===== src/hdl/drive_mode_regs.svh =====
// Parameter numbers, field positions, reset values and timing counts
// of the drive mode and miscellaneous parameter block.
// Assumes it is included by bare name wherever the constants are needed.
//
// Overview of operation
// - Last error is 16 bits read only: sub number 0-9, main number 1-96.
// - No active error reads as zero, which is not a valid code.
// - Cam control: bits 7..0 pick the table, bit 16 enables; resets 0.
// - Compensation control: bits 7..0 table, bit 16 enables; resets 0.
// - Telegram 0xe0 selects positioning, 0xe1 selects speed control.
// - Only positioning and speed control are selectable; others refused.
// - Eight-bit mode parameter: 0x08 speed control, 0x10 positioning.
// - A mode change takes several cycles; read the mode parameter back.
// - Speed control with active fieldbus feeds fixed setpoint 1 to adder.
// - Setpoint disabled in control word 1 feeds nothing to the adder.
// - Homing from control word 1 obeys the global homing options.
// - Positioning starts only on a rising edge of the start bit.
// - Positioning starts even when no homing run has completed.
// - A control word 1 bit selects absolute or relative target.
// - A control word 1 bit selects abort or append of the running move.
// - Appended moves end at profile velocity and hand over directly.
// - Control word 1 is a 16-bit word of command bits; bit 6 is both setpoint enable and start.
`ifndef DRIVE_MODE_REGS_SVH
`define DRIVE_MODE_REGS_SVH

// Parameter numbers and subindexes.
`define NUM_LAST_ERROR 16'h0640
`define NUM_CAM_CTRL 16'h05e6
`define NUM_OP_MODE 16'h05dc
`define SUB_CAM 8'h00
`define SUB_COMP 8'h01
`define SUB_ZERO 8'h00

// Field positions and codes.
`define TBL_NO_MSB 7
`define TBL_EN_BIT 16
`define ERR_SUB_MSB 3
`define ERR_SUB_MAX 4'h9
`define ERR_MAIN_MIN 12'h001
`define ERR_MAIN_MAX 12'h060
`define MODE_CODE_SPEED 8'h08
`define MODE_CODE_POS 8'h10
`define TLG_ID_POS 8'he0
`define TLG_ID_SPEED 8'he1

// Control word 1 bit positions.
`define CW1_SP_ENABLE 6
`define CW1_START 6
`define CW1_HOME 11
`define CW1_RELATIVE 12
`define CW1_APPEND 13

// Reset values and timing.
`define CTRL_RESET 32'h0000_0000
`define MODE_SWITCH_CYC 3'h4

`endif


===== src/hdl/drive_mode_pkg.sv =====
// Types shared by the drive mode parameter block.
// Assumes the constants header sits in the same include path.
`include "drive_mode_regs.svh"

package drive_mode_pkg;
    typedef enum logic [7:0] {
        MODE_SPEED = `MODE_CODE_SPEED,
        MODE_POS = `MODE_CODE_POS
    } op_mode_t;

    // Gray coded along idle, wait, apply.
    typedef enum logic [1:0] {
        SW_IDLE = 2'h0,
        SW_WAIT = 2'h1,
        SW_APPLY = 2'h3
    } sw_state_t;

    typedef enum logic {
        SP_NONE = 1'h0,
        SP_FIXED1 = 1'h1
    } sp_src_t;

    typedef struct packed {
        logic sp_enable;
        logic start_rise;
        logic home_rise;
        logic relative;
        logic append;
    } cw1_cmd_t;
endpackage


===== src/hdl/cw1_decoder.sv =====
// Control word 1 decoder: splits the word into command bits and finds
// rising edges of the start and homing bits.
// Assumes control word 1 is synchronous to clk_i.
module cw1_decoder
    import drive_mode_pkg::*;
(
    input wire logic clk_i,
    input wire logic rst_n_i,
    input wire logic [15:0] cw1_i,
    output cw1_cmd_t cmd_o
);
    logic start_prev_reg;
    logic home_prev_reg;

    // Each bit is read on its own; no field spans two bits.
    assign cmd_o.sp_enable = cw1_i[`CW1_SP_ENABLE];
    assign cmd_o.relative = cw1_i[`CW1_RELATIVE];
    assign cmd_o.append = cw1_i[`CW1_APPEND];
    // A level that stays high gives no second edge.
    assign cmd_o.start_rise = cw1_i[`CW1_START] & ~start_prev_reg;
    assign cmd_o.home_rise = cw1_i[`CW1_HOME] & ~home_prev_reg;

    // Previous levels of the edge-sensitive bits.
    always_ff @(posedge clk_i or negedge rst_n_i) begin
        if (!rst_n_i) begin
            start_prev_reg <= 1'h0;
            home_prev_reg <= 1'h0;
        end else begin
            start_prev_reg <= cw1_i[`CW1_START];
            home_prev_reg <= cw1_i[`CW1_HOME];
        end
    end

    AST_START_EDGE: assert property (
        @(posedge clk_i) disable iff (!rst_n_i)
        cmd_o.start_rise |-> !$past(cw1_i[`CW1_START]))
        else $error("Start reported without a rising edge.");
endmodule


===== src/hdl/drive_mode_params.sv =====
// Mode and miscellaneous parameter block of the servo drive: last error,
// cam and compensation control, operating mode and control word 1.
// Assumes parameter requests, telegrams and control word 1 arrive
// synchronous to clk_i from the fieldbus front end.
module drive_mode_params
    import drive_mode_pkg::*;
(
    input wire logic clk_i,
    input wire logic rst_n_i,
    // Parameter access port.
    input wire logic param_req_i,
    input wire logic param_wr_i,
    input wire logic [15:0] param_num_i,
    input wire logic [7:0] param_sub_i,
    input wire logic [31:0] param_wdata_i,
    output logic param_ack_o,
    output logic param_err_o,
    output logic [31:0] param_rdata_o,
    // Cyclic receive telegram identifier.
    input wire logic tlg_valid_i,
    input wire logic [7:0] tlg_id_i,
    // Control word 1 and communication state.
    input wire logic [15:0] cw1_i,
    input wire logic comm_active_i,
    // Error reporting from the drive.
    input wire logic err_set_i,
    input wire logic [15:0] err_code_i,
    input wire logic err_clear_i,
    // Global homing option.
    input wire logic home_to_zero_opt_i,
    // Outputs to the motion logic.
    output logic error_active_o,
    output logic [7:0] cam_table_o,
    output logic cam_enable_o,
    output logic [7:0] comp_table_o,
    output logic comp_enable_o,
    output op_mode_t mode_o,
    output logic mode_busy_o,
    output sp_src_t adder_src_o,
    output logic pos_start_o,
    output logic pos_relative_o,
    output logic pos_append_o,
    output logic homing_start_o,
    output logic homing_to_zero_o
);
    // Checks a 16-bit error code for the legal sub and main ranges.
    function automatic logic err_code_ok(input logic [15:0] code);
        logic [11:0] main_no;
        logic [3:0] sub_no;
        main_no = code[15:`ERR_SUB_MSB+1];
        sub_no = code[`ERR_SUB_MSB:0];
        err_code_ok = (sub_no <= `ERR_SUB_MAX) &&
            (main_no >= `ERR_MAIN_MIN) && (main_no <= `ERR_MAIN_MAX);
    endfunction

    // Matches a parameter number and subindex pair.
    function automatic logic num_hit(input logic [15:0] num,
        input logic [7:0] sub, input logic [15:0] ref_num,
        input logic [7:0] idx);
        num_hit = (num == ref_num) && (sub == idx);
    endfunction

    // Tells whether an 8-bit code names a selectable mode.
    function automatic logic mode_ok(input logic [7:0] code);
        mode_ok = (code == `MODE_CODE_SPEED) || (code == `MODE_CODE_POS);
    endfunction

    cw1_cmd_t cmd;
    logic [15:0] last_err_reg;
    logic [15:0] last_err_next;
    logic [31:0] cam_ctl_reg;
    logic [31:0] comp_ctl_reg;
    op_mode_t mode_active_reg;
    op_mode_t mode_target_reg;
    sw_state_t sw_state_reg;
    sw_state_t sw_state_next;
    logic [2:0] sw_cnt_reg;
    logic ack_reg;
    logic err_reg;
    logic [31:0] rdata_reg;
    sp_src_t adder_src_reg;
    logic pos_start_reg;
    logic pos_relative_reg;
    logic pos_append_reg;
    logic homing_start_reg;
    logic homing_zero_reg;

    cw1_decoder u_cw1 (
        .clk_i(clk_i),
        .rst_n_i(rst_n_i),
        .cw1_i(cw1_i),
        .cmd_o(cmd)
    );

    // Parameter address decode.
    wire hit_err = num_hit(param_num_i, param_sub_i,
        `NUM_LAST_ERROR, `SUB_ZERO);
    wire hit_cam = num_hit(param_num_i, param_sub_i,
        `NUM_CAM_CTRL, `SUB_CAM);
    wire hit_comp = num_hit(param_num_i, param_sub_i,
        `NUM_CAM_CTRL, `SUB_COMP);
    wire hit_mode = num_hit(param_num_i, param_sub_i,
        `NUM_OP_MODE, `SUB_ZERO);
    wire hit_any = hit_err | hit_cam | hit_comp | hit_mode;
    wire wr_req = param_req_i & param_wr_i;

    // Write strobes; the error code strobe only marks the write as refused.
    wire wr_cam = wr_req & hit_cam;
    wire wr_comp = wr_req & hit_comp;
    wire wr_mode_legal = wr_req & hit_mode &
        mode_ok(param_wdata_i[7:0]);
    wire wr_mode_bad = wr_req & hit_mode &
        ~mode_ok(param_wdata_i[7:0]);
    wire wr_err_ro = wr_req & hit_err;

    // Refused accesses: unmapped number, read-only target, illegal mode.
    wire req_refused = param_req_i &
        (~hit_any | wr_err_ro | wr_mode_bad);

    // Read data selection; narrow values sit in the low bits.
    wire [31:0] rd_mux =
        hit_err ? {16'h0000, last_err_reg} :
        hit_cam ? cam_ctl_reg :
        hit_comp ? comp_ctl_reg :
        hit_mode ? {24'h000000, mode_active_reg} :
        32'h0000_0000;

    // Mode requests from the telegram identifier.
    wire tlg_pos = tlg_valid_i && (tlg_id_i == `TLG_ID_POS);
    wire tlg_speed = tlg_valid_i && (tlg_id_i == `TLG_ID_SPEED);
    // Unknown identifiers request nothing.
    wire tlg_hit = tlg_pos | tlg_speed;
    // A parameter write takes priority over a telegram in the same cycle.
    wire op_mode_t mode_req = wr_mode_legal ?
        op_mode_t'(param_wdata_i[7:0]) :
        (tlg_pos ? MODE_POS : MODE_SPEED);
    wire mode_go = (wr_mode_legal | tlg_hit) &&
        (mode_req != mode_target_reg);
    wire sw_done = (sw_cnt_reg == `MODE_SWITCH_CYC - 3'h1);

    // Last error update; a new error with a legal code wins over a clear in the same cycle.
    always_comb begin
        last_err_next = last_err_reg;
        if (err_set_i && err_code_ok(err_code_i)) begin
            last_err_next = err_code_i;
        end else if (err_clear_i) begin
            last_err_next = 16'h0000;
        end
    end

    // Last error register; the parameter port never writes it.
    always_ff @(posedge clk_i or negedge rst_n_i) begin
        if (!rst_n_i) begin
            last_err_reg <= 16'h0000;
        end else begin
            last_err_reg <= last_err_next;
        end
    end

    // Cam and compensation control words.
    always_ff @(posedge clk_i or negedge rst_n_i) begin
        if (!rst_n_i) begin
            cam_ctl_reg <= `CTRL_RESET;
            comp_ctl_reg <= `CTRL_RESET;
        end else begin
            if (wr_cam) begin
                cam_ctl_reg <= param_wdata_i;
            end
            if (wr_comp) begin
                comp_ctl_reg <= param_wdata_i;
            end
        end
    end

    // Mode switch sequencer: next state.
    always_comb begin
        sw_state_next = sw_state_reg;
        unique case (sw_state_reg)
            SW_IDLE: begin
                if (mode_go) begin
                    sw_state_next = SW_WAIT;
                end
            end
            SW_WAIT: begin
                if (!mode_go && sw_done) begin
                    sw_state_next = SW_APPLY;
                end
            end
            SW_APPLY: begin
                sw_state_next = mode_go ? SW_WAIT : SW_IDLE;
            end
            default: begin
                sw_state_next = SW_IDLE;
            end
        endcase
    end

    // Mode switch sequencer: a new request restarts the wait.
    always_ff @(posedge clk_i or negedge rst_n_i) begin
        if (!rst_n_i) begin
            sw_state_reg <= SW_IDLE;
            sw_cnt_reg <= 3'h0;
            mode_target_reg <= MODE_POS;
        end else begin
            sw_state_reg <= sw_state_next;
            sw_cnt_reg <= (mode_go || sw_state_reg != SW_WAIT) ?
                3'h0 : sw_cnt_reg + 3'h1;
            if (mode_go) begin
                mode_target_reg <= mode_req;
            end
        end
    end

    // The effective mode changes only when the switch completes.
    always_ff @(posedge clk_i or negedge rst_n_i) begin
        if (!rst_n_i) begin
            mode_active_reg <= MODE_POS;
        end else if (sw_state_reg == SW_APPLY) begin
            mode_active_reg <= mode_target_reg;
        end
    end

    // Parameter answers, one cycle after the request.
    always_ff @(posedge clk_i or negedge rst_n_i) begin
        if (!rst_n_i) begin
            ack_reg <= 1'h0;
            err_reg <= 1'h0;
            rdata_reg <= 32'h0000_0000;
        end else begin
            ack_reg <= param_req_i;
            err_reg <= req_refused;
            if (param_req_i && !param_wr_i) begin
                rdata_reg <= rd_mux;
            end
        end
    end

    // Adder source: fixed setpoint 1 only while speed control runs.
    always_ff @(posedge clk_i or negedge rst_n_i) begin
        if (!rst_n_i) begin
            adder_src_reg <= SP_NONE;
        end else if (mode_active_reg == MODE_SPEED && comm_active_i &&
                cmd.sp_enable) begin
            adder_src_reg <= SP_FIXED1;
        end else begin
            adder_src_reg <= SP_NONE;
        end
    end

    // Positioning and homing starts; no homing run is required first.
    always_ff @(posedge clk_i or negedge rst_n_i) begin
        if (!rst_n_i) begin
            pos_start_reg <= 1'h0;
            pos_relative_reg <= 1'h0;
            pos_append_reg <= 1'h0;
            homing_start_reg <= 1'h0;
            homing_zero_reg <= 1'h0;
        end else begin
            pos_start_reg <= (mode_active_reg == MODE_POS) &&
                cmd.start_rise;
            homing_start_reg <= (mode_active_reg == MODE_POS) &&
                cmd.home_rise;
            if (mode_active_reg == MODE_POS && cmd.start_rise) begin
                pos_relative_reg <= cmd.relative;
                pos_append_reg <= cmd.append;
            end
            if (mode_active_reg == MODE_POS && cmd.home_rise) begin
                homing_zero_reg <= home_to_zero_opt_i;
            end
        end
    end

    // Output assignments.
    assign param_ack_o = ack_reg;
    assign param_err_o = err_reg;
    assign param_rdata_o = rdata_reg;
    assign error_active_o = (last_err_reg != 16'h0000);
    assign cam_table_o = cam_ctl_reg[`TBL_NO_MSB:0];
    assign cam_enable_o = cam_ctl_reg[`TBL_EN_BIT];
    assign comp_table_o = comp_ctl_reg[`TBL_NO_MSB:0];
    assign comp_enable_o = comp_ctl_reg[`TBL_EN_BIT];
    assign mode_o = mode_active_reg;
    assign mode_busy_o = (sw_state_reg != SW_IDLE);
    assign adder_src_o = adder_src_reg;
    assign pos_start_o = pos_start_reg;
    assign pos_relative_o = pos_relative_reg;
    assign pos_append_o = pos_append_reg;
    assign homing_start_o = homing_start_reg;
    assign homing_to_zero_o = homing_zero_reg;

    // A stored error code always lies in the legal ranges.
    AST_ERR_RANGE: assert property (
        @(posedge clk_i) disable iff (!rst_n_i)
        error_active_o |-> err_code_ok(last_err_reg))
        else $error("Stored error code out of range.");
    // A clear without a new error leaves zero behind.
    AST_ERR_CLEAR: assert property (
        @(posedge clk_i) disable iff (!rst_n_i)
        err_clear_i && !err_set_i |=> last_err_reg == 16'h0000)
        else $error("Error code not cleared to zero.");
    // Cam write lands in table number and enable.
    AST_CAM_WRITE: assert property (
        @(posedge clk_i) disable iff (!rst_n_i)
        wr_cam |=> cam_table_o == $past(param_wdata_i[7:0]) &&
            cam_enable_o == $past(param_wdata_i[16]))
        else $error("Cam control not updated.");
    // Compensation write lands in table number and enable.
    AST_COMP_WRITE: assert property (
        @(posedge clk_i) disable iff (!rst_n_i)
        wr_comp |=> comp_table_o == $past(param_wdata_i[7:0]) &&
            comp_enable_o == $past(param_wdata_i[16]))
        else $error("Compensation control not updated.");
    // A telegram for a new mode takes effect after the switch wait.
    AST_TLG_MODE: assert property (
        @(posedge clk_i) disable iff (!rst_n_i)
        sw_state_reg == SW_IDLE && !wr_mode_legal && tlg_speed &&
            mode_target_reg == MODE_POS ##1 !mode_go [*5]
            |=> mode_o == MODE_SPEED)
        else $error("Telegram did not select speed control.");
    // Only the two documented modes ever appear.
    AST_MODE_LEGAL: assert property (
        @(posedge clk_i) disable iff (!rst_n_i)
        mode_ok(mode_o) && mode_ok(mode_target_reg))
        else $error("Illegal operating mode.");
    // An illegal mode write is refused.
    AST_MODE_REFUSE: assert property (
        @(posedge clk_i) disable iff (!rst_n_i)
        wr_mode_bad |=> param_err_o && param_ack_o)
        else $error("Illegal mode write accepted.");
    // The switch stays busy for the whole wait.
    AST_SWITCH_BUSY: assert property (
        @(posedge clk_i) disable iff (!rst_n_i)
        $rose(mode_busy_o) |-> mode_busy_o [*5])
        else $error("Mode switch ended early.");
    // Adder source follows mode, link and setpoint enable.
    AST_ADDER_SRC: assert property (
        @(posedge clk_i) disable iff (!rst_n_i)
        ##1 (adder_src_o == SP_FIXED1) == ($past(mode_o) == MODE_SPEED &&
            $past(comm_active_i) && $past(cmd.sp_enable)))
        else $error("Adder source wrong.");
    // Disabled setpoint feeds nothing.
    AST_ADDER_OFF: assert property (
        @(posedge clk_i) disable iff (!rst_n_i)
        !cmd.sp_enable |=> adder_src_o == SP_NONE)
        else $error("Setpoint fed while disabled.");
    // Homing start carries the global zero option.
    AST_HOME_OPT: assert property (
        @(posedge clk_i) disable iff (!rst_n_i)
        homing_start_o |-> homing_to_zero_o == $past(home_to_zero_opt_i))
        else $error("Homing option not applied.");
    // A start edge in positioning always starts a move.
    AST_POS_START: assert property (
        @(posedge clk_i) disable iff (!rst_n_i)
        mode_o == MODE_POS && cmd.start_rise |=> pos_start_o &&
            pos_relative_o == $past(cmd.relative) &&
            pos_append_o == $past(cmd.append))
        else $error("Positioning start lost.");
    // A write to the error code is refused and changes nothing.
    AST_ERR_RO: assert property (
        @(posedge clk_i) disable iff (!rst_n_i)
        wr_err_ro && !err_set_i && !err_clear_i |=>
            param_err_o && $stable(last_err_reg))
        else $error("Error code write not refused.");
endmodule


===== config.mk =====
export PLATFORM = sky130hd
export DESIGN_NAME = drive_mode_params
export DESIGN_NICKNAME = d
export VERILOG_FILES = /design/src/hdl/drive_mode_pkg.sv /design/src/hdl/cw1_decoder.sv /design/src/hdl/drive_mode_params.sv
export VERILOG_INCLUDE_DIRS = /design/src /design/src/hdl
export SDC_FILE = /design/constraint.sdc
export NUM_CORES = 1
export LEC_CHECK = 0
export ABC_CLOCK_PERIOD_IN_PS = 1840
export BUFFER_PORTS_ARGS = -buffer_cell sky130_fd_sc_hd__buf_2
export CORE_AREA = 2 2 140 142
export CTS_CLUSTER_DIAMETER = 100
export CTS_CLUSTER_SIZE = 28
export DETAILED_ROUTE_END_ITERATION = 8
export DIE_AREA = 0 0 142 144
export PLACE_DENSITY = 0.55
export SYNTH_ARGS = -nofsm -noshare
export SYNTH_HDL_FRONTEND = slang
export SYNTH_SLANG_ARGS = --single-unit

===== constraint.sdc =====
create_clock -name clk_i -period 1.84 [get_ports clk_i]
set_clock_uncertainty 0.15 [all_clocks]
set_input_delay 0.184 -clock clk_i [delete_from_list [all_inputs] [get_ports clk_i]]
set_output_delay 0.184 -clock clk_i [all_outputs]
set_load 0.01 [all_outputs]

==> results of run 1 <==
## per-layer routing
metal | up-vias | GRT usage (%) | wire length [um]
met2 | 117 | 28.1 | 8340
met3 | 27 | 4.21 | 689
met5 | - | 0 | 0
li1 | 2315 | - | -
met4 | 0 | 6.63 | 431
met1 | 2399 | 21.7 | 7470
## critical path: stages, from the launching register on
cell and delay [ns]:
dfrtp_1 0.38, or4_4 0.55, nor3_4 0.15, nand2_2 0.08
or3_4 0.39, mux2_2 0.28
## kinds of logic (layout without fill, tap and decap cells)
logic type	after synthesis	in the layout
AND/OR/NAND/NOR	149	149
flip-flops	143	143
multiplexers	115	115
AO/OA/AOI/OAI	55	55
buffers and inverters	46	298
adder cells (fa/ha/maj)	3	3
XOR/XNOR	1	1
## timing repair
item,in CTS,in global routing
gates cloned,0,1
endpoints found under the setup margin,5,42
pin swaps,1,9
hold endpoints to repair,225,0
hold buffers,52,0
buffers inserted,2,5
resized for setup,4,17
## layout by cell type (no fill, tap or decap), types with 19 or more instances in the layout
master / n
buf_2: 157
buf_4: 44
dfrtp_1: 140
dlygate4sd3_1: 52
mux2_1: 31
mux2_2: 64
mux2i_1: 19
nand2_1: 25
nor2_1: 29
o31ai_1: 24
## worst paths after layout
path / end / slack, ns / cells after the start
worst max-delay path: pos_relative_o$_DFFE_PN0P_ / -0.25 / 5
worst min-delay path: last_err_reg[12]$_DFFE_PN0P_ / 0.02 / 2
worst max register to register: pos_relative_o$_DFFE_PN0P_ / -0.25 / 5
worst min register to register: sw_cnt_reg[0]$_DFF_PN0_ / 0.30 / 1
max in group asynchronous: mode_target_reg[4]$_DFFE_PN1P_ / 0.80 / 3
min in group asynchronous: comp_ctl_reg[24]$_DFFE_PN0P_ / 0.13 / 2
## per-stage QoR
stage,setup TNS (ns),instance area [um2],util (%)
2_1_floorplan,-13.88,6460,-
3_3_place_gp,-21.63,7720,40.4
3_5_place_dp,-24.23,7720,40.4
4_1_cts,-0.640,8940,46.9
5_1_grt,-1.08,9060,47.5
6_report,-0.681,9060,47.5
## area by class of cell
cell class                      instances  area, um2
Timing Repair Buffer                  262       1800
Multi-Input combinational cell        323       2690
Clock buffer                           19        443
Clock inverter                         12        231
Sequential cell                       143       3580
Inverter                                5       18.8
Tap cell                              238        298
Fill cell                            1734      10000
## power by group through the flow
stage	sequential, W	clock, W	combinational (W)
2_1_floorplan	0.00328	0	0.000140
3_3_place_gp	0.00327	0	0.000436
3_5_place_dp	0.00327	0	0.000449
4_1_cts	0.00322	0.00400	0.000541
5_1_grt	0.00322	0.00416	0.000596
6_report	0.00322	0.00392	0.000539
==> results.tsv, run 1 <==
metric	value	unit
antenna_cells	0	
intPower	0.00604	W
worstPathRequired	1.99	ns
fp.dieArea	20400	um2
critPathKind	flop to flop	
power_density	847	nW/um2
startpoint	mode_o[5]$_DFFE_PN0N_	
arrival	2.25	ns
switching_share	21.3	%
r2r_start	mode_o[5]$_DFFE_PN0N_	
hp-class	primary input to flop	
syn_area	6380	um2
setup_slack	-0.252	ns
postSynthCellCount	512	
synth-xor-area-share	0.137	%
drc	0	
nNetsFinal	859	
total_power	0.00768	W
grt_pass1_wl	26800	um
post_drt_wl_per_cell	16.9	um
grt_max_degree	52	
hold_slack	0.0217	ns
finalNonFillerCells	1002	
p_seq_share	41.9	%
crit_path_end_kind	flop	
synthSimpleGateAreaFrac	13.1	%
cts_buffer_depth	2	
slew_headroom	66.9	%
ys_top_cells_by_count	141 x dfrtp_1, 65 x mux2_2, 31 x mux2_1	
place_ws	-0.380	ns
synth_most_common_cell	dfrtp_1	
switchingPower	0.00164	W
cts-root-buf	clkbuf_16	
avgViaCountPerCell	4.85	
yosys_warnings	0	
clock_power_share	51.1	%
syn_area_per_cell	12.5	um2
area_delta_synth_final	42.1	%
drtIter0Drc	134	
finalCritPeriodShare	114	%
finalHoldViolCount	0	
p_leak	4.63	nW
synthDistinctLibCells	41	
antenna_left	0	
maxCapViolCount	0	
die_w	142	um
synth.area.mux_share	19.9	%
io_buffers	160	
clk_latency	0.42	ns
ios	173	
synth_top_flop_cell	dfrtp_1	
start_util	33.4	%
status	finished, violations left	
synth_top_family_by_area	multiplexers	
synthTopCellsByArea	dfrtp_1 55%, mux2_2 11%, mux2_1 5.5%, mux2i_1 3.0%, o31ai_1 2.8%	
drtPass1Iterations	4	
grt_util_all_layers	17.0	%
routed_wl	16900	um
numClockSinks	143	
die_y	144	um
final-max-slew-violation-count	0	
routabilityCongestion	0.826	
ys_ff_latch	143	
setup_viol	4	
worst_pin_slew	0.497	ns
synth_compound_area_share	6.26	%
period_needed	2.09	ns
drive_gt1_share	43.8	%
path_clk_slew	0.06	ns
violations	setup timing	
cts_inserted_buffers	17	
cts_tree	built	
max_freq	0.478	GHz
synth_adder_area_share	0.549	%
rows	51	
cp_max_fo	3	
htreeDepth	4	
dpl.cell_count	914	
critPathLaunchType	flop	
yosys.area.top_type_share	55.3	%
core	19100	um2
vias	4858	
grt.overflow.total	0	
antenna_found_initial	0	
comb_power_share	7.0	%
peakVddDrop	0.000527	V
hp-start	err_clear_i	
yosys.area.top_type	dfrtp_1	
rsz0062_at_grt	true	
dpl.hpwl	12400	um
async_flop_share	100	%
syn_nets	619	
synth_edf_count	0	
synth_seq_area_share	56.2	%
first_global_vias	5148	
(Power assumes the default switching activity.)
==> inputs of run 2 (changes only) <==
CORE_AREA = 2 2 130 132   (was 2 2 140 142)
CTS_CLUSTER_SIZE = unset   (was 28)
DIE_AREA = 0 0 132 134   (was 0 0 142 144)
HOLD_SLACK_MARGIN = 0.08   (was unset)
PLACE_DENSITY = 0.63   (was 0.55)
==> results.tsv, run 2 (same netlist as run 1, synthesis figures left out) <==
metric	value	unit	change
antenna_left	0		unchanged
routabilityCongestion	0.829		+0.31%
grt_pass1_wl	26300	um	-1.8%
arrival	2.26	ns	about the same
p_leak	4.65	nW	+0.48%
vias	4879		+0.43%
rsz0062_at_grt	true		
total_power	0.00767	W	-0.11%
cts-root-buf	clkbuf_16		
worst_pin_slew	0.491	ns	-0.00589 ns
power_density	847	nW/um2	about the same
path_cells	or4_4, nor3_4, nand2_2, or3_4, mux2_2		
ios	173		unchanged
antenna_cells	0		unchanged
status	finished, violations left		
antenna_found_initial	1		+1
worstPathRequired	1.98	ns	about the same
cts_tree	built		
grt_max_degree	51		-1.9%
die_w	132	um	-7.0%
critPathLaunchType	flop		
finalHoldViolCount	0		unchanged
drive_gt1_share	43.1	%	-0.73 points
area_delta_synth_final	42.0	%	about the same
htreeDepth	4		unchanged
setup_viol	5		+1
die_y	134	um	-6.9%
io_buffers	160		unchanged
drtPass1Iterations	4		unchanged
rows	47		-7.8%
clk_latency	0.41	ns	about the same
drc	0		unchanged
cts_inserted_buffers	17		unchanged
crit_buf_inv	0		unchanged
violations	setup timing		
routed_wl	16500	um	-2.7%
slowest_stage	or4_4		
drtIter0Drc	243		+81%
start_util	39.1	%	+5.7 points
period_needed	2.12	ns	+0.0250 ns
fp.dieArea	17700	um2	-13%
setup_slack	-0.277	ns	-0.0250 ns
critPathTopFamily	simple AND/OR/NAND/NOR gates		
dpl.hpwl	11700	um	-5.5%
nNetsFinal	857		-0.23%
path_clk_slew	0.06	ns	about the same
crit_path_end_kind	flop		
grt_util_all_layers	19.0	%	+1.9 points
finalCritPeriodShare	115	%	+1.4 points
avgViaCountPerCell	4.96		+2.4%
hp-class	primary input to asynchronous set/reset pin		
numClockSinks	143		unchanged
grt.overflow.total	0		unchanged
slew_headroom	67.2	%	+0.39 points
final_common_cell	buf_2		
post_drt_wl_per_cell	16.8	um	-0.82%
final-max-slew-violation-count	0		unchanged
max_freq	0.472	GHz	-1.2%
hold_slack	0.133	ns	+0.111 ns
first_global_vias	5168		+0.39%
mostFrequentLayoutCells	155 x buf_2, 141 x dfrtp_1, 62 x mux2_2		
peakVddDrop	0.000589	V	+12%
core	16300	um2	-15%
max_stage_delay	0.55	ns	about the same
maxCapViolCount	0		unchanged
cp_max_fo	3		unchanged
critPathKind	flop to flop		
cts_buffer_depth	2		unchanged
## run 2: worst paths after layout
kind                                               from                        endpoint  slack [ns]  depth (start not counted)
worst max-delay path              mode_o[5]$_DFFE_PN0N_        pos_append_o$_DFFE_PN0P_       -0.28                          5
worst min-delay path                            rst_n_i     cam_ctl_reg[13]$_DFFE_PN0P_        0.13                          2
worst max register to register    mode_o[5]$_DFFE_PN0N_        pos_append_o$_DFFE_PN0P_       -0.28                          5
worst min register to register  sw_cnt_reg[0]$_DFF_PN0_         sw_cnt_reg[0]$_DFF_PN0_        0.28                          1
max in group asynchronous                       rst_n_i   param_rdata_o[29]$_DFFE_PN0P_        0.76                          3
min in group clk_i                          tlg_id_i[5]  mode_target_reg[4]$_DFFE_PN1P_        0.14                          5
## run 2: power breakdown
group	total [W]	internal [W]	switching [W]
Combinational	0.000525	0.000258	0.000268
Sequential	0.00322	0.00319	0.0000278
Clock	0.00393	0.00265	0.00128
## run 2: cell type report
type / instances / area, um2
Multi-Input combinational cell: 323 / 2700
Sequential cell: 143 / 3580
Clock buffer: 22 / 474
Inverter: 5 / 18.8
Timing Repair Buffer: 260 / 1800
Clock inverter: 10 / 206
Tap cell: 220 / 275
Fill cell: 1420 / 7240
## run 2: what timing repair did
item | in CTS | in global routing
setup endpoints to repair | 5 | 56
hold buffers | 54 | 1
buffers inserted | 2 | 6
pin swaps | 0 | 9
resized for setup | 3 | 22
gates cloned | 0 | 2
hold endpoints to repair | 235 | 1
## run 2: metal layers
layer	routed length, um	GRT usage [%]	vias up
met3	834	5.18	20
met2	8150	31.7	136
met5	7	0	-
met4	253	6.10	2
li1	-	-	2315
met1	7230	24.0	2406
## run 2: stage by stage
step	setup TNS (ns)	utilization, %	worst slack, ns	instances	area (um2)
after floorplan	-13.88	-	-0.278	512	6460
after global placement	-20.46	46.8	-0.323	889	7630
after detailed placement	-26.20	46.8	-0.380	889	7630
after CTS	-0.670	54.5	-0.265	977	8880
after global routing	-1.01	55.6	-0.307	983	9050
final	-0.836	55.6	-0.277	983	9050
